`src/hw/g2d_pkg.sv`:
```
// Constants and types shared by the 2D engine control block.
package g2d_pkg;
  localparam logic [31:0] G2D_ADDR_TRIGGER = 32'hb000b000;
  localparam logic [31:0] G2D_ADDR_SCALE = 32'hb000b008;
  localparam logic [31:0] G2D_ADDR_ROTATE = 32'hb000b00c;
  localparam logic [31:0] G2D_ADDR_IRQ = 32'hb000b010;
  localparam logic [31:0] G2D_ADDR_PATTERN = 32'hb000b014;
  localparam logic [31:0] G2D_ADDR_STEPS = 32'hb000b018;
  localparam logic [31:0] G2D_ADDR_INIT = 32'hb000b01c;
  localparam logic [31:0] G2D_ADDR_CTRL = 32'hb000b020;
  localparam logic [31:0] G2D_ADDR_BG = 32'hb000b024;
  localparam logic [31:0] G2D_RESET_WORD = 32'h00000000;
  localparam logic [31:0] G2D_MASK_ROTATE = 32'h07ff07ff;
  localparam logic [31:0] G2D_MASK_PATTERN = 32'h0fffffff;
  localparam logic [31:0] G2D_MASK_STEPS = 32'h3fff3fff;
  localparam logic [31:0] G2D_MASK_INIT = 32'h3fff07ff;
  localparam logic [31:0] G2D_MASK_BG = 32'h00ffffff;
  localparam logic [1:0] G2D_CMD_NOP = 2'h0;
  localparam logic [1:0] G2D_CMD_BLIT = 2'h1;
  localparam logic [1:0] G2D_CMD_LINE = 2'h2;
  localparam logic [1:0] G2D_CMD_BORDER = 2'h3;
  localparam logic [1:0] G2D_KEY_OFF = 2'h0;
  localparam logic [1:0] G2D_KEY_MONO = 2'h1;
  localparam logic [1:0] G2D_KEY_COLOUR = 2'h2;

  typedef struct packed {
    logic [7:0] boolean_mix_code;
    logic [1:0] command;
    logic alpha_en;
    logic line_style_en;
    logic line_draw;
    logic final_pixel_skip;
    logic irq_en;
    logic xy_addressing_sel;
    logic [1:0] keying_kind;
    logic mono_key_input;
    logic colour_key_source;
    logic colour_key_polarity;
    logic dest_advance_enable;
    logic clip_gate;
    logic clip_inside_outside;
    logic source_kind;
    logic [1:0] source_origin;
    logic pattern_kind;
    logic [2:0] octant;
    logic dest_memory_sel;
  } g2d_ctrl_t;

  typedef struct packed {
    logic [7:0] vert_scale_numer;
    logic [7:0] vert_scale_denom;
    logic [7:0] horiz_scale_numer;
    logic [7:0] horiz_scale_denom;
  } g2d_scale_t;

  typedef struct packed {
    logic [31:0] paddr;
    logic psel;
    logic penable;
    logic pwrite;
    logic [31:0] pwdata;
  } g2d_apb_req_t;

  typedef struct packed {
    logic [31:0] prdata;
    logic pready;
    logic pslverr;
  } g2d_apb_rsp_t;

  typedef struct packed {
    logic [31:0] pattern;
    logic [31:0] source;
    logic [31:0] dest;
  } g2d_pix_t;

  typedef struct packed {
    logic step;
    logic diag;
    logic draw;
    logic last;
  } g2d_line_step_t;

  typedef enum logic [1:0] {
    G2D_IDLE, G2D_LINE, G2D_BLIT, G2D_FINISH
  } g2d_state_t;
endpackage : g2d_pkg

```
`src/hw/g2d_engine_ctrl.sv`:
```
// Register file, job sequencer and line stepper of the 2D engine.
//
// Added by the designer: the APB slave port.
`timescale 1ns/1ps
`default_nettype none

module g2d_engine_ctrl
  import g2d_pkg::*;
#(
  parameter int DIM_W = 11
) (
  input wire logic clk_in,
  input wire logic srst_in,
  input wire g2d_apb_req_t apb_in,
  output g2d_apb_rsp_t apb_out,
  input wire logic [DIM_W-1:0] src_width_in,
  input wire logic [DIM_W-1:0] src_height_in,
  input wire g2d_pix_t pix_in,
  input wire logic mono_src_bit_in,
  input wire logic mono_pat_bit_in,
  input wire logic src_key_match_in,
  input wire logic dst_key_match_in,
  input wire logic clip_inside_in,
  input wire logic blit_done_in,
  output g2d_ctrl_t ctrl_out,
  output logic [DIM_W-1:0] scaled_width_out,
  output logic [DIM_W-1:0] scaled_height_out,
  output logic [10:0] rotate_x_out,
  output logic [10:0] rotate_y_out,
  output logic [27:0] pattern_base_out,
  output logic [23:0] background_out,
  output logic [31:0] mix_out,
  output logic pixel_write_out,
  output g2d_line_step_t line_out,
  output logic x_neg_out,
  output logic y_neg_out,
  output logic y_major_out,
  output logic busy_out,
  output logic job_done_out,
  output logic dest_update_out,
  output logic irq_out
);

  typedef struct packed {
    g2d_ctrl_t ctrl;
    g2d_scale_t scale;
    logic [31:0] rotate;
    logic [31:0] pattern;
    logic [31:0] steps;
    logic [31:0] init;
    logic [31:0] bg;
    logic go;
    logic irq;
    g2d_state_t state;
    logic [13:0] err;
    logic [10:0] cnt;
    g2d_line_step_t line;
    logic job_done;
    logic dest_upd;
    logic [DIM_W-1:0] sw;
    logic [DIM_W-1:0] sh;
    logic [31:0] mix;
  } g2d_regs_t;

  g2d_regs_t q;
  g2d_regs_t d;

  logic wr;
  logic rd_acc;
  logic known;
  logic done_now;
  logic diag_now;
  logic [13:0] diag_inc;
  logic [13:0] axial_inc;
  logic [DIM_W+7:0] prod_w;
  logic [DIM_W+7:0] prod_h;
  logic [DIM_W+7:0] quot_w;
  logic [DIM_W+7:0] quot_h;
  logic opaque;
  logic clip_ok;
  logic [31:0] rdata;

  ////////////////////////////////////////////////////////////////////////////
  // Bus decode.

  assign wr = apb_in.psel & apb_in.penable & apb_in.pwrite;
  assign rd_acc = apb_in.psel & apb_in.penable;

  always_comb begin
    known = 1'b1;
    rdata = G2D_RESET_WORD;
    case (apb_in.paddr)
      G2D_ADDR_TRIGGER: rdata = {31'h0, q.go};
      G2D_ADDR_SCALE: rdata = q.scale;
      G2D_ADDR_ROTATE: rdata = q.rotate;
      G2D_ADDR_IRQ: rdata = {31'h0, q.irq};
      G2D_ADDR_PATTERN: rdata = q.pattern;
      G2D_ADDR_STEPS: rdata = q.steps;
      G2D_ADDR_INIT: rdata = q.init;
      G2D_ADDR_CTRL: rdata = q.ctrl;
      G2D_ADDR_BG: rdata = q.bg;
      default: known = 1'b0;
    endcase
  end

  assign apb_out.prdata = rdata;
  assign apb_out.pready = 1'b1;
  assign apb_out.pslverr = rd_acc & ~known;

  ////////////////////////////////////////////////////////////////////////////
  // Line arithmetic and scaling.

  assign diag_inc = q.steps[29:16];
  assign axial_inc = q.steps[13:0];
  // Diagonal only on a strictly positive error term.
  assign diag_now = ~q.err[13] & (q.err != 14'h0);
  assign prod_w = src_width_in * q.scale.horiz_scale_numer;
  assign prod_h = src_height_in * q.scale.vert_scale_numer;
  // A zero denominator passes the size through unscaled.
  assign quot_w = (q.scale.horiz_scale_denom == 8'h0) ?
    {8'h0, src_width_in} :
    prod_w / {{DIM_W{1'b0}}, q.scale.horiz_scale_denom};
  assign quot_h = (q.scale.vert_scale_denom == 8'h0) ?
    {8'h0, src_height_in} :
    prod_h / {{DIM_W{1'b0}}, q.scale.vert_scale_denom};

  ////////////////////////////////////////////////////////////////////////////
  // Next state.

  always_comb begin
    d = q;
    done_now = 1'b0;
    d.job_done = 1'b0;
    d.dest_upd = 1'b0;
    d.line = '0;
    d.sw = quot_w[DIM_W-1:0];
    d.sh = quot_h[DIM_W-1:0];
    for (int i = 0; i < 32; i++) begin
      d.mix[i] = q.ctrl.boolean_mix_code[{pix_in.pattern[i],
        pix_in.source[i], pix_in.dest[i]}];
    end
    if (wr) begin
      case (apb_in.paddr)
        G2D_ADDR_SCALE: d.scale = apb_in.pwdata;
        G2D_ADDR_ROTATE: d.rotate = apb_in.pwdata & G2D_MASK_ROTATE;
        G2D_ADDR_PATTERN: d.pattern = apb_in.pwdata & G2D_MASK_PATTERN;
        G2D_ADDR_STEPS: d.steps = apb_in.pwdata & G2D_MASK_STEPS;
        G2D_ADDR_INIT: d.init = apb_in.pwdata & G2D_MASK_INIT;
        G2D_ADDR_CTRL: d.ctrl = apb_in.pwdata;
        G2D_ADDR_BG: d.bg = apb_in.pwdata & G2D_MASK_BG;
        default: d.go = q.go;
      endcase
    end
    case (q.state)
      G2D_IDLE: begin
        if (wr && apb_in.paddr == G2D_ADDR_TRIGGER && apb_in.pwdata[0]) begin
          d.go = 1'b1;
          case (q.ctrl.command)
            G2D_CMD_LINE: begin
              d.state = G2D_LINE;
              d.err = q.init[29:16];
              d.cnt = q.init[10:0];
            end
            G2D_CMD_BLIT: d.state = G2D_BLIT;
            G2D_CMD_BORDER: d.state = G2D_BLIT;
            default: d.state = G2D_FINISH;
          endcase
        end
      end
      G2D_LINE: begin
        d.line.step = 1'b1;
        d.line.diag = diag_now;
        d.line.last = (q.cnt == 11'h0);
        d.line.draw = q.ctrl.line_draw &
          ~((q.cnt == 11'h0) & q.ctrl.final_pixel_skip);
        if (diag_now) begin
          d.err = q.err + diag_inc;
        end else begin
          d.err = q.err + axial_inc;
        end
        if (q.cnt == 11'h0) begin
          done_now = 1'b1;
        end else begin
          d.cnt = q.cnt - 11'h1;
        end
      end
      G2D_BLIT: begin
        if (blit_done_in) begin
          done_now = 1'b1;
          d.dest_upd = q.ctrl.dest_advance_enable &
            (q.ctrl.command == G2D_CMD_BLIT);
        end
      end
      G2D_FINISH: done_now = 1'b1;
      default: d.state = G2D_IDLE;
    endcase
    if (done_now) begin
      d.state = G2D_IDLE;
      d.go = 1'b0;
      d.job_done = 1'b1;
    end
    // A completion in the cycle of a clearing write keeps the flag set.
    d.irq = (q.irq & ~(wr && apb_in.paddr == G2D_ADDR_IRQ &&
      apb_in.pwdata[0])) | done_now;
  end

  always_ff @(posedge clk_in) begin
    if (srst_in) begin
      q <= '0;
    end else begin
      q <= d;
    end
  end

  ////////////////////////////////////////////////////////////////////////////
  // Pixel gating from keying and clipping.

  always_comb begin
    case (q.ctrl.keying_kind)
      G2D_KEY_MONO: opaque = q.ctrl.mono_key_input ?
        mono_pat_bit_in : mono_src_bit_in;
      G2D_KEY_COLOUR: opaque = (q.ctrl.colour_key_source ?
        dst_key_match_in : src_key_match_in) ==
        q.ctrl.colour_key_polarity;
      default: opaque = 1'b1;
    endcase
  end

  assign clip_ok = ~q.ctrl.clip_gate |
    (clip_inside_in ^ q.ctrl.clip_inside_outside);
  assign pixel_write_out = opaque & clip_ok;

  ////////////////////////////////////////////////////////////////////////////
  // Outputs.

  // Alpha, style, addressing, source origin and memory bits pass out here.
  assign ctrl_out = q.ctrl;
  assign scaled_width_out = q.sw;
  assign scaled_height_out = q.sh;
  assign rotate_x_out = q.rotate[10:0];
  assign rotate_y_out = q.rotate[26:16];
  assign pattern_base_out = q.pattern[27:0];
  assign background_out = q.bg[23:0];
  assign mix_out = q.mix;
  assign line_out = q.line;
  assign x_neg_out = q.ctrl.octant[2];
  assign y_neg_out = q.ctrl.octant[1];
  assign y_major_out = q.ctrl.octant[0];
  assign busy_out = q.go;
  assign job_done_out = q.job_done;
  assign dest_update_out = q.dest_upd;
  assign irq_out = q.irq & q.ctrl.irq_en;
endmodule : g2d_engine_ctrl

`default_nettype wire

```
`config.mk`:
```
export PLATFORM = sky130hd
export DESIGN_NAME = g2d_engine_ctrl
export DESIGN_NICKNAME = d
export VERILOG_FILES = /design/src/hw/g2d_pkg.sv /design/src/hw/g2d_engine_ctrl.sv
export SDC_FILE = /design/constraint.sdc
export NUM_CORES = 2
export LEC_CHECK = 0
export ABC_AREA = 1
export BUFFER_PORTS_ARGS = -buffer_cell sky130_fd_sc_hd__buf_2
export CAP_MARGIN = 20
export CORE_MARGIN = 2
export CORE_UTILIZATION = 45
export DETAILED_ROUTE_END_ITERATION = 10
export HOLD_SLACK_MARGIN = 0.02
export PLACE_DENSITY = 0.66
export SETUP_SLACK_MARGIN = 0.1
export SYNTH_ARGS = -nofsm -noshare
export SYNTH_HDL_FRONTEND = slang
export SYNTH_SLANG_ARGS = --single-unit
export TNS_END_PERCENT = 50
```
`constraint.sdc`:
```
create_clock -name clk_in -period 40.1 [get_ports clk_in]
set_input_delay 8.02 -clock clk_in [delete_from_list [all_inputs] [get_ports clk_in]]
set_output_delay 8.02 -clock clk_in [all_outputs]
set_load 0.02 [all_outputs]
```
Word-level counts from Yosys, hierarchy flattened

Index checks and enable logic that the tools add are counted.

Div/mod/pow operators: 2
Equal/unequal tests: 21
Bitwise logic cells: 21
Magnitude comparators: 32
Multiplexer cells: 84
Multiply operators: 2
Reductions and logical operators: 25
Add/subtract/negate cells: 3

Operators by type and width:

| kind                                                                  | number |
|---|---|
| 32-bit == test (second input constant)                                | 9 |
| 32-bit case mux with 9 select lines                                   | 1 |
| 3-bit by 4-bit < comparator with 1-bit output (second input constant) | 32 |
| 1-bit binary-select mux with 3-bit select                             | 32 |
| 25-bit two-way mux                                                    | 2 |
| 25-bit case mux with 2 select lines                                   | 1 |
| 1-bit two-way mux                                                     | 40 |
| 19-bit by 8-bit divider with 19-bit output                            | 2 |
| 11-bit by 8-bit multiplier with 19-bit output                         | 2 |
| 11-bit two-way mux                                                    | 3 |
| 14-bit adder                                                          | 2 |
| 8-bit logical NOT                                                     | 2 |
| 2-bit AND reduction                                                   | 8 |
| 14-bit two-way mux                                                    | 1 |
| 14-bit nonzero test                                                   | 1 |
| 11-bit logical NOT                                                    | 1 |
| 11-bit by 1-bit subtractor with 11-bit output (second input constant) | 1 |
| 1-bit bitwise AND                                                     | 10 |
| 2-bit == test (second input constant)                                 | 5 |
| 9-bit OR reduction                                                    | 1 |
| 1-bit inverter                                                        | 8 |
| 2-bit by 1-bit == test with 1-bit output (second input constant)      | 3 |
| 2-bit OR reduction                                                    | 3 |
| 1-bit logical AND                                                     | 4 |
| other kinds (14)                                                      | 16 |

Input port bits: 193
Word-level logic and storage cells: 233
Register bits: 280
Output and inout bits: 206

Logic depth before layout (Yosys ltp)

Depth in word-level cells: 7
Depth in mapped cells: 280
Gate-level depth less buffers: 270

Least setup slack after synthesis

Ideal clock, no wire load.

Kind: in2reg
Start point: input src_width_in[1]
End point: register q, in the netlist scaled_width_out[0]
Buffers on the path: 10
Arrival time: 42.982 ns
Data required time: 39.981 ns
Library setup time: 0.119 ns
Cell stages on the path: 268
Path slack: -3.001 ns
Cell sequence: clkbuf_1 -> nand2_1 -> fa_1 -> fa_1 -> inv_1 -> fa_1 -> inv_1 -> fa_1 -> inv_1 -> ha_1 -> nand2_1 -> nand2_1 -> a21oi_1 -> nand2_1 -> nand2_1 -> nand2_1 -> nand2_1 -> nand2_1 -> [232 not listed] -> nor2_2 -> nand2_4 -> inv_4 -> buf_6 -> o21ai_1 -> ha_1 -> a21boi_0 -> o21a_1 -> o21ai_0 -> nand2_1 -> a21oi_1 -> o21ai_0 -> a211oi_1 -> nand2_1 -> nor2_1 -> nand3_1 -> nor2_1 -> a21oi_1

Longest elaborated chain between the ends: 3

Ends and longest elaborated chain:

| item                                          | RTL line               | RTL |
|---|---|---|
| from (decl)                                   | g2d_engine_ctrl.sv:16  | `input wire logic [DIM_W-1:0] src_width_in,` |
| 11-bit by 8-bit multiplier with 19-bit output | g2d_engine_ctrl.sv:117 | `assign prod_w = src_width_in * q.scale.horiz_scale_numer;` |
| 19-bit by 8-bit divider with 19-bit output    | g2d_engine_ctrl.sv:122 | `prod_w / {{DIM_W{1'b0}}, q.scale.horiz_scale_denom};` |
| 11-bit two-way mux                            | g2d_engine_ctrl.sv:120 | `assign quot_w = (q.scale.horiz_scale_denom == 8'h0) ?` |
| to (signal assigned)                          | g2d_engine_ctrl.sv:209 | `q <= '0;` |
| to (signal assigned)                          | g2d_engine_ctrl.sv:211 | `q <= d;` |
| to (decl)                                     | g2d_engine_ctrl.sv:65  | `g2d_regs_t q;` |

No other way between the ends.
A chain may end at the register's enable or synchronous reset.

Worst setup path in the final report

Start point: input src_height_in[2]
End point: register q, in the netlist scaled_height_out[0]

Longest elaborated chain between the ends: 3

Ends and longest elaborated chain:

| item                                          | RTL line               | RTL |
|---|---|---|
| from (decl)                                   | g2d_engine_ctrl.sv:17  | `input wire logic [DIM_W-1:0] src_height_in,` |
| 11-bit by 8-bit multiplier with 19-bit output | g2d_engine_ctrl.sv:118 | `assign prod_h = src_height_in * q.scale.vert_scale_numer;` |
| 19-bit by 8-bit divider with 19-bit output    | g2d_engine_ctrl.sv:125 | `prod_h / {{DIM_W{1'b0}}, q.scale.vert_scale_denom};` |
| 11-bit two-way mux                            | g2d_engine_ctrl.sv:123 | `assign quot_h = (q.scale.vert_scale_denom == 8'h0) ?` |

No other way between the ends.

==> metrics.yaml <==
run_status:
  status: "finished clean"
clock_network:
  root_buffer: "clkbuf_16"
  clock-sinks: 280
  cts_tree: "built"
  clk-insertion-delay-late_ns: 0.60
  htree_levels: 2
  cts_buffer_depth: 3
  cts_made_buffers: 37
  clk_pin_slew_ns: 0.07
synthesis:
  async_flop_share: 0
  synth_xor_area_frac: 0.04942
  post-synth-top-area-cell: "dfxtp_1"
  yosys.area_share.simple: 0.2411
  synthFlopType: "dfxtp_1"
  synth_fa_ha_area_frac: 0.1820
  synth_top_family_by_area: "simple AND/OR/NAND/NOR gates"
  syn-num-nets: 6143
  synth-warning-count: 0
  synth_top_cell_area_share: 0.1567
  netlist_area_mm2: 0.03578
  yosys.cell_types.count: 70
  avgSynthCellArea_um2: 6.511
  synthMuxAreaShare: 0.0002798
  ys_ff_latch: 280
  yosysSeqAreaShare: 0.1567
  syn_inst: 5495
  synth_compound_area_frac: 0.2095
  ys_top_cells_by_area: "dfxtp_1 16%, ha_1 12%, nand2_1 10%, inv_1 10%, o21ai_0 7.9%"
  synth_edf_count: 0
global_route:
  grt_pass1_wl_um: 194200
  grt_max_degree: 95
  grt_antenna_before_repair: 6
  grt_overflow: 0
  grt_pass1_vias: 36290
  grt.total_usage: 0.2941
routing:
  met2_length_um: 56970
  drcViolationCount: 0
  wl_met1_um: 55000
  routed-wl-met3_um: 10390
  drt_iter0_markers: 2921
  route.detailed.wl_per_inst_um: 17.24
  routed_via_density: 5.326
  routed_wl_um: 126000
  ant_nets: 0
  vias: 38930
  routed.top_layer: "met5"
  drt_first_pass_iters: 6
floorplanning:
  die_x_um: 286.0
  die_area_mm2: 0.08177
  rows: 103
  die_h_um: 286.0
  start_util: 0.4536
  ios: 399
  core-area_mm2: 0.07887
worst_setup_path:
  crit_family: "compound AO/OA/AOI/OAI gates"
  required_ns: 40.58
  crit_path_max_fanout: 8
  critPathMaxStageDelay_ns: 0.53
  crit_type: "in -> reg"
  path_buf_inv: 48
  critPathCaptureType: "flip-flop"
  critical_path_arrival_ns: 39.93
  critPathSlowestCell: "fa_1"
  crit_path_frequent_cell: "nand2_2"
  startpoint_type: "input pin"
power:
  ir_drop_mv: 0.02866
  powerDensity_mw_per_mm2: 15.21
  total_leakage_power_nw: 24.56
place:
  port_buffers: 397
  dp_hpwl_um: 96250
  dpl_cell_area_mm2: 0.04145
  gp_congestion: 0.9632
timing:
  finClkSkew_ns: 0.04047
  period_share: 0.9839
  min_period_ns: 39.45
  fmax_mhz: 25.35
  hold_viol: 0
  drv_slew: 0
  setup-violations-final: 0
  rsz0062_at_grt: "true"
  timing.setup.tns_ns: 0
  slew_headroom: 0.1531
  worstMarginPinSlew_ns: 1.270
run:
  maxCapViolations: 0
final_layout:
  finish.net_count: 6876
  drive_gt1_frac: 0.2695
  fin_area_mm2: 0.04513
  area_delta_synth_final_pct: 26.15
worst_hold_path:
  hold_path.class: "reg -> reg"
==> layout make-up <==
| type | instances | area (µm²) |
|---|---|---|
| clock buffer | 54 | 1060 |
| sequential | 280 | 5605 |
| timing repair buffer | 1055 | 7029 |
| tap | 1050 | 1314 |
| clock inverter | 13 | 200.2 |
| antenna | 3 | 7.507 |
| fill | 7643 | 33740 |
| timing repair inverter | 1 | 7.507 |
| inverter | 983 | 3769 |
| multi-input combinational | 3870 | 26140 |
==> worst register-to-register path, delay by kind of cell (launching register included) <==
family,cells,cell delay (ns)
AO/OA/AOI/OAI,82,11.85
buffers and inverters,47,3.53
AND/OR/NAND/NOR,92,9.18
adder cells (fa/ha/maj),24,7.29
flip-flops,1,0.84
==> cell usage after synthesis (19+ instances only) <==
master	n
a21o_1	41
a21oi_1	433
a311oi_1	32
a31oi_1	20
buf_4	169
clkbuf_1	164
dfxtp_1	280
fa_1	109
ha_1	346
inv_1	950
inv_2	26
nand2_1	985
nand2_2	44
nand2_4	19
nand3_1	276
nand3_2	27
nand4_1	65
nor2_1	320
nor3_1	36
o2111ai_1	20
o211ai_1	57
o21ai_0	566
o21bai_1	31
o22ai_1	27
or2_2	27
xnor2_1	86
xor2_1	114
==> power by group <==
group	switching, mW	internal (mW)
Sequential	0.00119	0.282
Clock	0.150	0.200
Combinational	0.0351	0.0188
Total	0.187	0.500
==> flip-flops by register name, indices dropped and copies added (netlist names) <==
| signal | flops |
|---|---|
| mix_out | 32 |
| job_done_out | 1 |
| background_out | 24 |
| ctrl_out | 32 |
| rotate_x_out | 11 |
| scaled_width_out | 11 |
| line_out | 4 |
| rotate_y_out | 11 |
| busy_out | 1 |
| scaled_height_out | 11 |
| dest_update_out | 1 |
| q | 85 |
| axial_inc | 14 |
| pattern_base_out | 28 |
| diag_inc | 14 |
==> path summary, 6_finish.rpt <==
| check | from | to | slack (ns) | cells after the start |
|---|---|---|---|---|
| hold reg to reg | background_out[0] | background_out[0] | 0.47 | 2 |
| setup reg to reg | q[276] | scaled_height_out[0] | 7.31 | 245 |
| hold / removal | background_out[0] | background_out[0] | 0.47 | 2 |
| setup / recovery | src_height_in[2] | scaled_height_out[0] | 0.65 | 246 |
==> cells in the final DEF, fill, tap and decap left out, types with 74 or more instances in the layout <==
cell type	instances
nand2_1	911
inv_2	74
buf_2	387
xor2_1	114
dfxtp_1	280
buf_4	652
ha_1	304
o21ai_0	492
nand2_2	108
fa_1	105
xnor2_1	86
inv_1	880
nand3_1	257
a21oi_1	382
nor2_1	292
==> per-stage QoR <==
step / hold slack (ns) / setup slack [ns] / utilization / std cells / total power [mW]
2_1_floorplan: 0.4370 / -0.6293 / - / 5495 / 0.3175
5_1_grt: 0.4956 / -1.810 / 0.5722 / 7308 / 0.7040
3_3_place_gp: 0.4522 / -1.084 / 0.5255 / 7099 / 0.3403
6_report: 0.4691 / 0.6468 / 0.5722 / 7309 / 0.6866
4_1_cts: 0.4685 / 0.1042 / 0.5461 / 7202 / 0.6885
3_5_place_dp: 0.4604 / -1.310 / 0.5255 / 7099 / 0.3410
==> kinds of logic (layout without fill, tap and decap cells) <==
logic type / Yosys count / count (layout)
AOI/OAI and AO/OA: 1326 / 1326
and+or+nand+nor: 1886 / 1886
adders and majority gates: 455 / 455
other: 1 / 4
buffers and inverters: 1345 / 2106
muxes: 1 / 1
xor gates and xnor gates: 201 / 201
DFF: 280 / 280
==> repair_timing <==
action | CTS | global route
resized for setup | 32 | 373
hold buffers | 0 | 0
pin swaps | 26 | 277
gates cloned | 1 | 0
endpoints found under the setup margin | 1 | 5
setup buffers | 35 | 104
==> metal layers <==
| metal | vias up | global-route usage |
|---|---|---|
| li1 | 19290 | - |
| met1 | 18050 | 0.3939 |
| met2 | 1367 | 0.4768 |
| met3 | 219 | 0.06021 |
| met4 | 4 | 0.08429 |
| met5 | - | 0 |
Power figures use the tool's default switching activity.
